===== src/aos_map.vh =====
// Constants for the output and sense selection block.
`ifndef AOS_MAP_VH
`define AOS_MAP_VH
`define AOS_ADDR_TERM     4'h0
`define AOS_ADDR_ESW      4'h1
`define AOS_ADDR_SENSE    4'h2
`define AOS_ADDR_BAT2SP   4'h3
`define AOS_ADDR_FLOAT    4'h4
`define AOS_ADDR_SWITCHING_HYSTERESIS     4'h5
`define AOS_ADDR_STATUS   4'h6
`define AOS_ADDR_ESWOUT   4'h7
`define AOS_LOAD_TERMINAL_FUNCTION_SELECT_RST      4'h1
`define AOS_RELAY_OUTPUT_FUNCTION_SELECT_RST      4'h2
`define AOS_EXT_SWITCH_FUNCTION_SELECT_RST      3'h0
`define AOS_PROG_EDIT     3'h4
`define AOS_FN_DISC_ON    4'h0
`define AOS_FN_DISC_OFF   4'h1
`define AOS_FN_GEN_ON     4'h2
`define AOS_FN_GEN_OFF    4'h3
`define AOS_FN_EVT_ON     4'h4
`define AOS_FN_EVT_OFF    4'h5
`define AOS_FN_B2_ON      4'h6
`define AOS_FN_B2_OFF     4'h7
`define AOS_FN_ALM_ON     4'h8
`define AOS_FN_ALM_OFF    4'h9
`define AOS_FN_SHUNT_ON   4'hA
`define AOS_FN_SHUNT_OFF  4'hB
`define AOS_SENSE_MAIN    2'h0
`define AOS_SENSE_SECOND_BATTERY_SETPOINT    2'h1
`define AOS_SENSE_EXTERNAL_VOLTAGE_EVENT_INPUT    2'h2
`define AOS_SENSE_EQ      2'h3
`define AOS_NUM_ESW       4'hC
`define AOS_RELAY_GAP_S   30
`define AOS_CLK_HZ        100000000
`define AOS_RELAY_GAP_CYC 32'd3000000000
`define AOS_PWM_HZ        58
`define AOS_PWM_PERIOD    21'd1724137
`define AOS_TX_IDLE       2'h0
`define AOS_TX_SEND       2'h1
`endif


===== src/aos_sel_mem.v =====
// Small memory holding one function selection per external switch block.
`timescale 1ns/100ps
`default_nettype none
`include "aos_map.vh"
module aos_sel_mem (
    input  wire       clk,
    input  wire       arst_n,
    input  wire       wr_en,
    input  wire [3:0] wr_addr,
    input  wire [2:0] wr_data,
    input  wire [3:0] rd_addr,
    output reg  [2:0] rd_data
);
    reg [2:0] mem_r [0:11];
    integer   i;
    always @(posedge clk or negedge arst_n) begin
        if (!arst_n) begin
            for (i = 0; i < 12; i = i + 1) begin
                mem_r[i] <= `AOS_EXT_SWITCH_FUNCTION_SELECT_RST;
            end
            rd_data <= `AOS_EXT_SWITCH_FUNCTION_SELECT_RST;
        end else begin
            if (wr_en && wr_addr < `AOS_NUM_ESW) begin
                mem_r[wr_addr] <= wr_data;
            end
            if (rd_addr < `AOS_NUM_ESW) begin
                rd_data <= mem_r[rd_addr];
            end else begin
                rd_data <= `AOS_EXT_SWITCH_FUNCTION_SELECT_RST;
            end
        end
    end
endmodule
`default_nettype wire


===== src/aos_top.v =====
// Output routing, sense input role and second battery relay control.
// How it works
// [RQ1] Series and shunt regulation run independently.
// [RQ2] Shunt function routes to load or relay.
// [RQ3] One selection per switch block, A to C; the code keeps 12 blocks, A to L.
// [RQ4] Selections 0/1 follow charge demand.
// [RQ5] Selections 2/3 follow load disconnect.
// [RQ6] Selections 4/5 follow low battery alarm.
// [RQ7] Selections 6/7 follow the event.
// [RQ8] Sense role 0 measures main battery.
// [RQ9] Sense role 1 measures second battery.
// [RQ10] Sense role 2 feeds the event input.
// [RQ11] Sense role 3 forces equalise on contact.
// [RQ12] Charge second battery in float when low.
// [RQ13] Function 6 drives terminals from that request.
// [RQ14] Drop back when main falls below float minus hysteresis.
// [RQ15] Relay cycles at most once per 30 seconds.
// [RQ16] Selections change only under program 4.
// [RQ17] Load PWM at 58 Hz only with shunt 10.
// [RQ18] Send a switch command on each block change.
`timescale 1ns/100ps
`default_nettype none
`include "aos_map.vh"
module aos_top #(
    parameter [31:0] RELAY_GAP_CYC = `AOS_RELAY_GAP_CYC,
    parameter [20:0] PWM_PERIOD    = `AOS_PWM_PERIOD
) (
    input  wire        REF_CLK,
    input  wire        ARST_N,
    input  wire [3:0]  ADDR,
    input  wire [15:0] WDATA,
    input  wire        WR,
    input  wire        RD,
    output reg  [15:0] RDATA,
    input  wire [2:0]  PROG_SEL,
    input  wire [11:0] SENSE_MV,
    input  wire [11:0] MAIN_BAT_MV,
    input  wire        MAIN_IN_FLOAT,
    input  wire        CHARGE_WANTED,
    input  wire        LOAD_DISCONNECT,
    input  wire        GEN_RUN,
    input  wire        ALARM_LOW,
    input  wire        EVENT_ACTIVE,
    input  wire        SHUNT_REGULATE,
    input  wire        SERIES_REGULATE,
    input  wire [7:0]  SHUNT_DUTY,
    input  wire        SENSE_CONTACT,
    output reg         SOLAR_INPUT_TERMINAL_ON,
    output reg         LOAD_TERMINAL_ON,
    output reg         RELAY_OUTPUT_ON,
    output reg  [11:0] MAIN_BAT_SENSED_MV,
    output reg  [11:0] SECOND_BAT_MV,
    output reg  [11:0] EXTERNAL_VOLTAGE_EVENT_INPUT,
    output reg         EXTERNAL_VOLTAGE_EVENT_INPUT_SWITCH_EVENT,
    output reg         FORCE_EQUALISE,
    output reg         ESW_CMD_VALID,
    output reg  [3:0]  ESW_CMD_BLOCK,
    output reg         ESW_CMD_ON
);
    reg  [3:0]  load_terminal_function_select_r;
    reg  [3:0]  relay_output_function_select_r;
    reg  [1:0]  sense_input_role_select_r;
    reg  [1:0]  pwm_select_r;
    reg  [11:0] second_battery_setpoint_r;
    reg  [11:0] float_voltage_setpoint_r;
    reg  [11:0] switching_hysteresis_r;
    reg  [3:0]  esw_cursor_r;
    reg         b2_charge_r;
    reg  [31:0] gap_cnt_r;
    reg  [20:0] pwm_cnt_r;
    reg  [11:0] esw_state_r;
    reg  [3:0]  scan_r;
    reg  [3:0]  scan_d_r;
    reg         tx_state_r;
    wire [2:0]  esw_sel;
    wire        edit_ok;
    wire        esw_now;
    wire        b2_req;
    wire        b2_drop;
    wire [12:0] drop_lvl;
    wire        shunt_pwm;
    wire        load_fn;
    wire        relay_fn;

    // Maps a terminal function code to its on or off level.
    function term_level;
        input [3:0] fn;
        input       disc;
        input       gen;
        input       evt;
        input       b2;
        input       alm;
        input       sh;
        begin
            case (fn)
                `AOS_FN_DISC_ON:   term_level = disc;
                `AOS_FN_DISC_OFF:  term_level = !disc;
                `AOS_FN_GEN_ON:    term_level = gen;
                `AOS_FN_GEN_OFF:   term_level = !gen;
                `AOS_FN_EVT_ON:    term_level = evt;
                `AOS_FN_EVT_OFF:   term_level = !evt;
                `AOS_FN_B2_ON:     term_level = b2;
                `AOS_FN_B2_OFF:    term_level = !b2;
                `AOS_FN_ALM_ON:    term_level = alm;
                `AOS_FN_ALM_OFF:   term_level = !alm;
                `AOS_FN_SHUNT_ON:  term_level = sh;
                `AOS_FN_SHUNT_OFF: term_level = !sh;
                default:           term_level = 1'b0;
            endcase
        end
    endfunction

    assign edit_ok = (PROG_SEL == `AOS_PROG_EDIT); // RQ16

    aos_sel_mem u_sel (
        .clk     (REF_CLK),
        .arst_n  (ARST_N),
        .wr_en   (WR && ADDR == `AOS_ADDR_ESW && edit_ok), // RQ16
        .wr_addr (esw_cursor_r),
        .wr_data (WDATA[2:0]),
        .rd_addr (scan_r),
        .rd_data (esw_sel)
    );

    // Register writes; the switch cursor steps A..L (0..11) and wraps to A.
    always @(posedge REF_CLK or negedge ARST_N) begin
        if (!ARST_N) begin
            load_terminal_function_select_r <= `AOS_LOAD_TERMINAL_FUNCTION_SELECT_RST;
            relay_output_function_select_r  <= `AOS_RELAY_OUTPUT_FUNCTION_SELECT_RST;
            sense_input_role_select_r       <= `AOS_SENSE_MAIN;
            pwm_select_r                    <= 2'h0;
            second_battery_setpoint_r       <= 12'h000;
            float_voltage_setpoint_r        <= 12'h000;
            switching_hysteresis_r          <= 12'h000;
            esw_cursor_r                    <= 4'h0;
        end else if (WR) begin
            if (ADDR == `AOS_ADDR_TERM && edit_ok) begin // RQ16
                load_terminal_function_select_r <= WDATA[3:0];
                relay_output_function_select_r  <= WDATA[7:4];
                pwm_select_r                    <= WDATA[9:8];
            end else if (ADDR == `AOS_ADDR_ESW && edit_ok) begin
                if (esw_cursor_r == `AOS_NUM_ESW - 4'h1) begin // RQ3
                    esw_cursor_r <= 4'h0;
                end else begin
                    esw_cursor_r <= esw_cursor_r + 4'h1;
                end
            end else if (ADDR == `AOS_ADDR_SENSE && edit_ok) begin
                sense_input_role_select_r <= WDATA[1:0];
            end else if (ADDR == `AOS_ADDR_BAT2SP) begin
                second_battery_setpoint_r <= WDATA[11:0];
            end else if (ADDR == `AOS_ADDR_FLOAT) begin
                float_voltage_setpoint_r <= WDATA[11:0];
            end else if (ADDR == `AOS_ADDR_SWITCHING_HYSTERESIS) begin
                switching_hysteresis_r <= WDATA[11:0];
            end
        end
    end

    always @(posedge REF_CLK or negedge ARST_N) begin
        if (!ARST_N) begin
            RDATA <= 16'h0000;
        end else if (RD) begin
            if (ADDR == `AOS_ADDR_TERM) begin
                RDATA <= {6'h00, pwm_select_r,
                          relay_output_function_select_r,
                          load_terminal_function_select_r};
            end else if (ADDR == `AOS_ADDR_ESW) begin
                RDATA <= {12'h000, esw_cursor_r};
            end else if (ADDR == `AOS_ADDR_SENSE) begin
                RDATA <= {14'h0000, sense_input_role_select_r};
            end else if (ADDR == `AOS_ADDR_BAT2SP) begin
                RDATA <= {4'h0, second_battery_setpoint_r};
            end else if (ADDR == `AOS_ADDR_FLOAT) begin
                RDATA <= {4'h0, float_voltage_setpoint_r};
            end else if (ADDR == `AOS_ADDR_SWITCHING_HYSTERESIS) begin
                RDATA <= {4'h0, switching_hysteresis_r};
            end else if (ADDR == `AOS_ADDR_STATUS) begin
                RDATA <= {11'h000, FORCE_EQUALISE, b2_charge_r,
                          RELAY_OUTPUT_ON, LOAD_TERMINAL_ON,
                          SOLAR_INPUT_TERMINAL_ON};
            end else if (ADDR == `AOS_ADDR_ESWOUT) begin
                RDATA <= {4'h0, esw_state_r};
            end else begin
                RDATA <= 16'h0000;
            end
        end
    end

    // Sense terminal role steering.
    always @(posedge REF_CLK or negedge ARST_N) begin
        if (!ARST_N) begin
            MAIN_BAT_SENSED_MV           <= 12'h000;
            SECOND_BAT_MV                <= 12'h000;
            EXTERNAL_VOLTAGE_EVENT_INPUT <= 12'h000;
            EXTERNAL_VOLTAGE_EVENT_INPUT_SWITCH_EVENT            <= 1'b0;
            FORCE_EQUALISE               <= 1'b0;
        end else begin
            MAIN_BAT_SENSED_MV <=
                (sense_input_role_select_r == `AOS_SENSE_MAIN) ?
                SENSE_MV : MAIN_BAT_MV; // RQ8
            SECOND_BAT_MV <=
                (sense_input_role_select_r == `AOS_SENSE_SECOND_BATTERY_SETPOINT) ?
                SENSE_MV : 12'h000; // RQ9
            EXTERNAL_VOLTAGE_EVENT_INPUT <=
                (sense_input_role_select_r == `AOS_SENSE_EXTERNAL_VOLTAGE_EVENT_INPUT) ?
                SENSE_MV : 12'h000; // RQ10
            EXTERNAL_VOLTAGE_EVENT_INPUT_SWITCH_EVENT <= SENSE_CONTACT &&
                (sense_input_role_select_r == `AOS_SENSE_EXTERNAL_VOLTAGE_EVENT_INPUT); // RQ10
            FORCE_EQUALISE <= SENSE_CONTACT &&
                (sense_input_role_select_r == `AOS_SENSE_EQ); // RQ11
        end
    end

    // The hold-off counter keeps a mechanical changeover relay from
    // chattering when the main battery sits near its float level.
    assign b2_req = MAIN_IN_FLOAT &&
        (sense_input_role_select_r == `AOS_SENSE_SECOND_BATTERY_SETPOINT) &&
        (SENSE_MV < second_battery_setpoint_r); // RQ12
    assign drop_lvl = {1'b0, float_voltage_setpoint_r} -
                      {1'b0, switching_hysteresis_r};
    assign b2_drop = drop_lvl[12] ? 1'b0 :
        ({1'b0, MAIN_BAT_MV} < drop_lvl); // RQ14

    always @(posedge REF_CLK or negedge ARST_N) begin
        if (!ARST_N) begin
            b2_charge_r <= 1'b0;
            gap_cnt_r   <= 32'h00000000;
        end else begin
            if (gap_cnt_r != 32'h00000000) begin
                gap_cnt_r <= gap_cnt_r - 32'h00000001; // RQ15
            end else if (b2_charge_r && (b2_drop || !b2_req)) begin
                b2_charge_r <= 1'b0; // RQ14
                gap_cnt_r   <= RELAY_GAP_CYC; // RQ15
            end else if (!b2_charge_r && b2_req && !b2_drop) begin
                b2_charge_r <= 1'b1; // RQ12
                gap_cnt_r   <= RELAY_GAP_CYC; // RQ15
            end
        end
    end

    // Shunt PWM on the load terminal; inversion of PWM is not allowed.
    always @(posedge REF_CLK or negedge ARST_N) begin
        if (!ARST_N) begin
            pwm_cnt_r <= 21'h000000;
        end else if (pwm_cnt_r >= PWM_PERIOD - 21'h000001) begin
            pwm_cnt_r <= 21'h000000;
        end else begin
            pwm_cnt_r <= pwm_cnt_r + 21'h000001;
        end
    end
    assign shunt_pwm = pwm_cnt_r[20:13] < SHUNT_DUTY;
    assign load_fn = term_level(load_terminal_function_select_r,
        LOAD_DISCONNECT, GEN_RUN, EVENT_ACTIVE, b2_charge_r,
        ALARM_LOW, SHUNT_REGULATE); // RQ2 RQ13
    assign relay_fn = term_level(relay_output_function_select_r,
        LOAD_DISCONNECT, GEN_RUN, EVENT_ACTIVE, b2_charge_r,
        ALARM_LOW, SHUNT_REGULATE); // RQ2 RQ13

    always @(posedge REF_CLK or negedge ARST_N) begin
        if (!ARST_N) begin
            SOLAR_INPUT_TERMINAL_ON <= 1'b0;
            LOAD_TERMINAL_ON        <= 1'b0;
            RELAY_OUTPUT_ON         <= 1'b0;
        end else begin
            SOLAR_INPUT_TERMINAL_ON <= SERIES_REGULATE; // RQ1
            if (pwm_select_r[1] && load_terminal_function_select_r ==
                `AOS_FN_SHUNT_ON) begin
                LOAD_TERMINAL_ON <= SHUNT_REGULATE && shunt_pwm; // RQ17
            end else begin
                LOAD_TERMINAL_ON <= load_fn; // RQ1
            end
            RELAY_OUTPUT_ON <= relay_fn;
        end
    end

    // Scan the switch blocks in turn; memory read lags one cycle.
    assign esw_now =
        (esw_sel[2:1] == 2'h0) ? (CHARGE_WANTED ^ esw_sel[0]) : // RQ4
        (esw_sel[2:1] == 2'h1) ? (LOAD_DISCONNECT ^ esw_sel[0]) : // RQ5
        (esw_sel[2:1] == 2'h2) ? (ALARM_LOW ^ esw_sel[0]) : // RQ6
        (EVENT_ACTIVE ^ esw_sel[0]); // RQ7

    always @(posedge REF_CLK or negedge ARST_N) begin
        if (!ARST_N) begin
            scan_r        <= 4'h0;
            scan_d_r      <= 4'h0;
            tx_state_r    <= 1'b0;
            esw_state_r   <= 12'h000;
            ESW_CMD_VALID <= 1'b0;
            ESW_CMD_BLOCK <= 4'h0;
            ESW_CMD_ON    <= 1'b0;
        end else begin
            ESW_CMD_VALID <= 1'b0;
            scan_d_r <= scan_r;
            scan_r <= (scan_r == `AOS_NUM_ESW - 4'h1) ? 4'h0 :
                      scan_r + 4'h1;
            tx_state_r <= 1'b1;
            if (tx_state_r && esw_state_r[scan_d_r] != esw_now) begin
                esw_state_r[scan_d_r] <= esw_now;
                ESW_CMD_VALID <= 1'b1; // RQ18
                ESW_CMD_BLOCK <= scan_d_r;
                ESW_CMD_ON    <= esw_now;
            end
        end
    end
endmodule
`default_nettype wire


===== config.mk =====
export PLATFORM = sky130hd
export DESIGN_NAME = aos_top
export DESIGN_NICKNAME = d
export VERILOG_FILES = /design/src/aos_sel_mem.v /design/src/aos_top.v
export VERILOG_INCLUDE_DIRS = /design/src /design/src/src
export SDC_FILE = /design/constraint.sdc
export NUM_CORES = 1
export LEC_CHECK = 0
export BUFFER_PORTS_ARGS = -buffer_cell sky130_fd_sc_hd__clkbuf_2
export CORE_MARGIN = 2
export CORE_UTILIZATION = 55
export CTS_CLUSTER_DIAMETER = 100
export DETAILED_ROUTE_END_ITERATION = 10
export PLACE_DENSITY = 0.82
export SKIP_LAST_GASP = 1
export SYNTH_ARGS = -nofsm -noshare
export SYNTH_HDL_FRONTEND = slang
export SYNTH_HIERARCHICAL = 1
export SYNTH_SLANG_ARGS = --single-unit

===== constraint.sdc =====
create_clock -name REF_CLK -period 5.4 [get_ports REF_CLK]
set_input_delay 0.81 -clock REF_CLK [delete_from_list [all_inputs] [get_ports REF_CLK]]
set_output_delay 0.81 -clock REF_CLK [all_outputs]
set_load 0.01 [all_outputs]

==> results.toml <==
[floorplan]
rows = 52
die_w_um = 149
core_mm2 = 0.0204
io_pins = 131
initial_core_util = 0.565
die_y_um = 149
dieArea_mm2 = 0.0222

[pwr]
powerDensity_mw_per_mm2 = 365
power_leakage_nw = 6.23
sequentialPowerShare = 0.414
switchingPower_mw = 1.39
swShare = 0.287
power.internal_mw = 3.45
p_clk_frac = 0.378
combPwrFrac = 0.208
vdd_drop_max_mv = 0.164

[detailed_routing]
wirelength_um = 27600
drt_iter0_drc = 681
firstDrtPassIters = 5
wl_per_cell_um = 18.5
drc = 0
via_count = 8875
antenna_left = 0
avgViaCountPerCell = 5.95

[cts]
cts.sinks = 225
cts.path.max_buffers = 3
ctsResizeCount = 0
clkLatencyLatePin_ps = 520
cts-root-buf = "clkbuf_16"
post_cts_buffers = 0
htree_levels = 1
clkTransAtPathRegs_ps = 60
cts_tree = "built"
cts_hold_buf = 0
cts_buffers = 24

[sta]
rsz0062_at_grt = "false"
worst_slew_pin_slew_ps = 999
finalSetupViolCount = 0
fin_tns_setup_ps = 0
fmax_ghz = 0.247
fin_crit_sh = 0.749
fin_skew_ps = 16.0
hold_violations = 0
period_minus_slack_ps = 4040
whs_ps = 332
setup_slack_ps = 1360
relSlewSlack = 0.331
slew_viol_final = 0

[final_layout]
syn2layout_area_growth_pct = 14.9
final_area_mm2 = 0.0133
drive_gt1_frac = 0.232
n_antenna_cell = 0
final_nets = 1319
fin_util = 0.649
num-fill-cells = 1527

[synthesis]
ys_seq_area_frac = 0.488
postSynthAreaPerCell_um2 = 10.6
syn_area_mm2 = 0.0115
synth_ff_type = "dfrtp_1"
synth_largest_area_cell = "dfrtp_1"
synth.most_common_cell = "dfrtp_1"
synth_compound_area_frac = 0.115
ys_types = 64
yosys.area.top_type_share = 0.483
synthArstFlopShare = 1.00
syn_inst = 1090
synth_top_family_by_area = "simple AND/OR/NAND/NOR gates"
yosys.area_share.simple = 0.142
synth_fa_ha_area_frac = 0.0527
synthTopCellsByArea = "dfrtp_1, mux2_2, ha_1"
yosys_register_bits = 225
synth_mux_area_frac = 0.124
yosys-top-cells-count = "dfrtp_1, nor2_1, mux2_2, o21ai_0, nand2_1"
synth_edf_count = 0
synthXorXnorAreaFrac = 0.0410
synth_warnings = 6

[global_routing]
grt_use_total = 0.250
grt_pass1_vias = 8737
grt_use_met3 = 0.0425
grt_overflow = 0
grt_pass1_wl_um = 44200
grtUsageMet2 = 0.417
grt_max_degree = 119
grt-busiest-layer = "met2"
antenna_found_initial = 0
met1_usage = 0.326

[placed_design]
gp_congestion = 0.907
dpl.hpwl_um = 19100
placed_area_mm2 = 0.0124
place_worst_setup_slack_ps = 1470
io_buffers = 122

[worst_setup_path]
cp_common_cell = "a21o_1"
critPathMaxFanout = 13
cp_slowest_cell = "o41a_1"
critPathCaptureType = "register"
cp.arrival_ps = 4440
max_stage_delay_ps = 430
critical_path.cell_chain = "inv_1 > ha_1 > fa_1 > nor2b_1 > o31a_1 > o41a_1 > a21o_1 > a21oi_1 > xor2_1 > ha_1 > a21o_1 > a21oi_1 > a31oi_1 > a21o_1 > o22ai_1 > xor2_1 > buf_4 > a31o_2"
worstPathRequired_ps = 5800
start_kind = "register"
critPathKind = "reg2reg"

[run]
maxCapViolations = 0

[hold_path]
hp-class = "in2async"

[outcome]
status = "finished clean"
cell type report:
type                    count  area, um2  share of cell area
multi-input cells         766       5500               0.414
clock buffers              33        706              0.0532
repair buffers            129        686              0.0517
clock inverters            11        190              0.0143
flip-flops and latches    225       5630               0.425
inverters                  57        214              0.0161
well taps                 270        338              0.0255
sequential cells by signal (all words and copies together) (netlist names), 12 cells and up:
| name | cells |
|---|---|
| second_battery_setpoint_r | 12 |
| pwm_cnt_r | 21 |
| MAIN_BAT_SENSED_MV | 12 |
| EXTERNAL_VOLTAGE_EVENT_INPUT | 12 |
| esw_state_r | 12 |
| float_voltage_setpoint_r | 12 |
| SECOND_BAT_MV | 12 |
| u_sel/mem_r | 36 |
| gap_cnt_r | 32 |
| switching_hysteresis_r | 12 |
| RDATA | 12 |
layer usage:
metal,wire length [um],up-vias
li1,-,4088
met2,13500,353
met4,984,0
met1,11100,4357
met5,0,-
met3,2120,77
cell families (layout without fill, tap and decap cells):
logic type                 Yosys count  after routing
buffers and inverters              102            230
DFF                                225            225
AOI/OAI and AO/OA                  222            222
other                                2              5
xor gates and xnor gates            54             54
adders and majority gates           48             48
and+or+nand+nor                    327            327
muxes                              110            110
worst max-delay path, delay by kind of cell (launching register included):
family / cells / cell delay (ps)
AOI/OAI and AO/OA: 10 / 2180
adders and majority gates: 3 / 750
DFF: 1 / 390
xor gates and xnor gates: 2 / 280
buffers and inverters: 2 / 260
and+or+nand+nor: 1 / 80
final timing paths:
kind	startpoint	endpoint	slack, ps	cells after the start
worst min-delay path	ARST_N	EXTERNAL_VOLTAGE_EVENT_INPUT[3]$_DFF_PN0_	330	1
min in group REF_CLK	SERIES_REGULATE	SOLAR_INPUT_TERMINAL_ON$_DFF_PN0_	420	1
worst min register to register	gap_cnt_r[17]$_DFFE_PN0P_	gap_cnt_r[17]$_DFFE_PN0P_	470	1
worst max register to register	float_voltage_setpoint_r[0]$_DFFE_PN0P_	gap_cnt_r[1]$_DFFE_PN0P_	1360	18
worst max-delay path	float_voltage_setpoint_r[0]$_DFFE_PN0P_	gap_cnt_r[1]$_DFFE_PN0P_	1360	18
max in group asynchronous	ARST_N	pwm_cnt_r[10]$_DFF_PN0_	3970	2
power by group through the flow:
stage	Sequential [mW]	Combinational [mW]	Clock [mW]
2_1_floorplan	1.99	0.666	0
3_3_place_gp	2.02	0.954	0
3_5_place_dp	2.03	0.987	0
4_1_cts	2.00	1.00	1.85
5_1_grt	2.02	1.12	1.92
6_report	2.00	1.00	1.83
per-stage QoR:
step | total power [mW] | instances
detailed placement | 3.01 | 1447
global placement | 2.97 | 1447
floorplan | 2.66 | 1093
finish | 4.84 | 1491
global route | 5.06 | 1491
CTS | 4.85 | 1491
cells in the final DEF (no fill, tap or decap), types with 6 or more instances in the layout:
cell type	Yosys	routed
xor2_1	36	36
a221oi_1	6	6
nand3_1	26	26
buf_4	4	6
a21o_1	9	9
o22ai_1	7	7
mux4_2	13	13
nor2_1	91	91
mux2i_1	7	7
and3_1	11	11
dfrtp_1	223	223
o211ai_1	10	10
nor3_1	24	24
nand2b_1	13	13
inv_1	57	57
xnor2_1	18	18
mux2_2	86	86
ha_1	47	47
nand3b_1	9	9
o21ai_0	86	86
o21ai_1	6	6
a31oi_1	7	7
nor2b_1	11	11
a211o_1	6	6
nor4_1	10	10
and2_1	26	26
a21oi_1	53	53
clkbuf_2	0	121
nand2_1	74	74
clkbuf_16	0	25
Power figures use the tool's default switching activity.
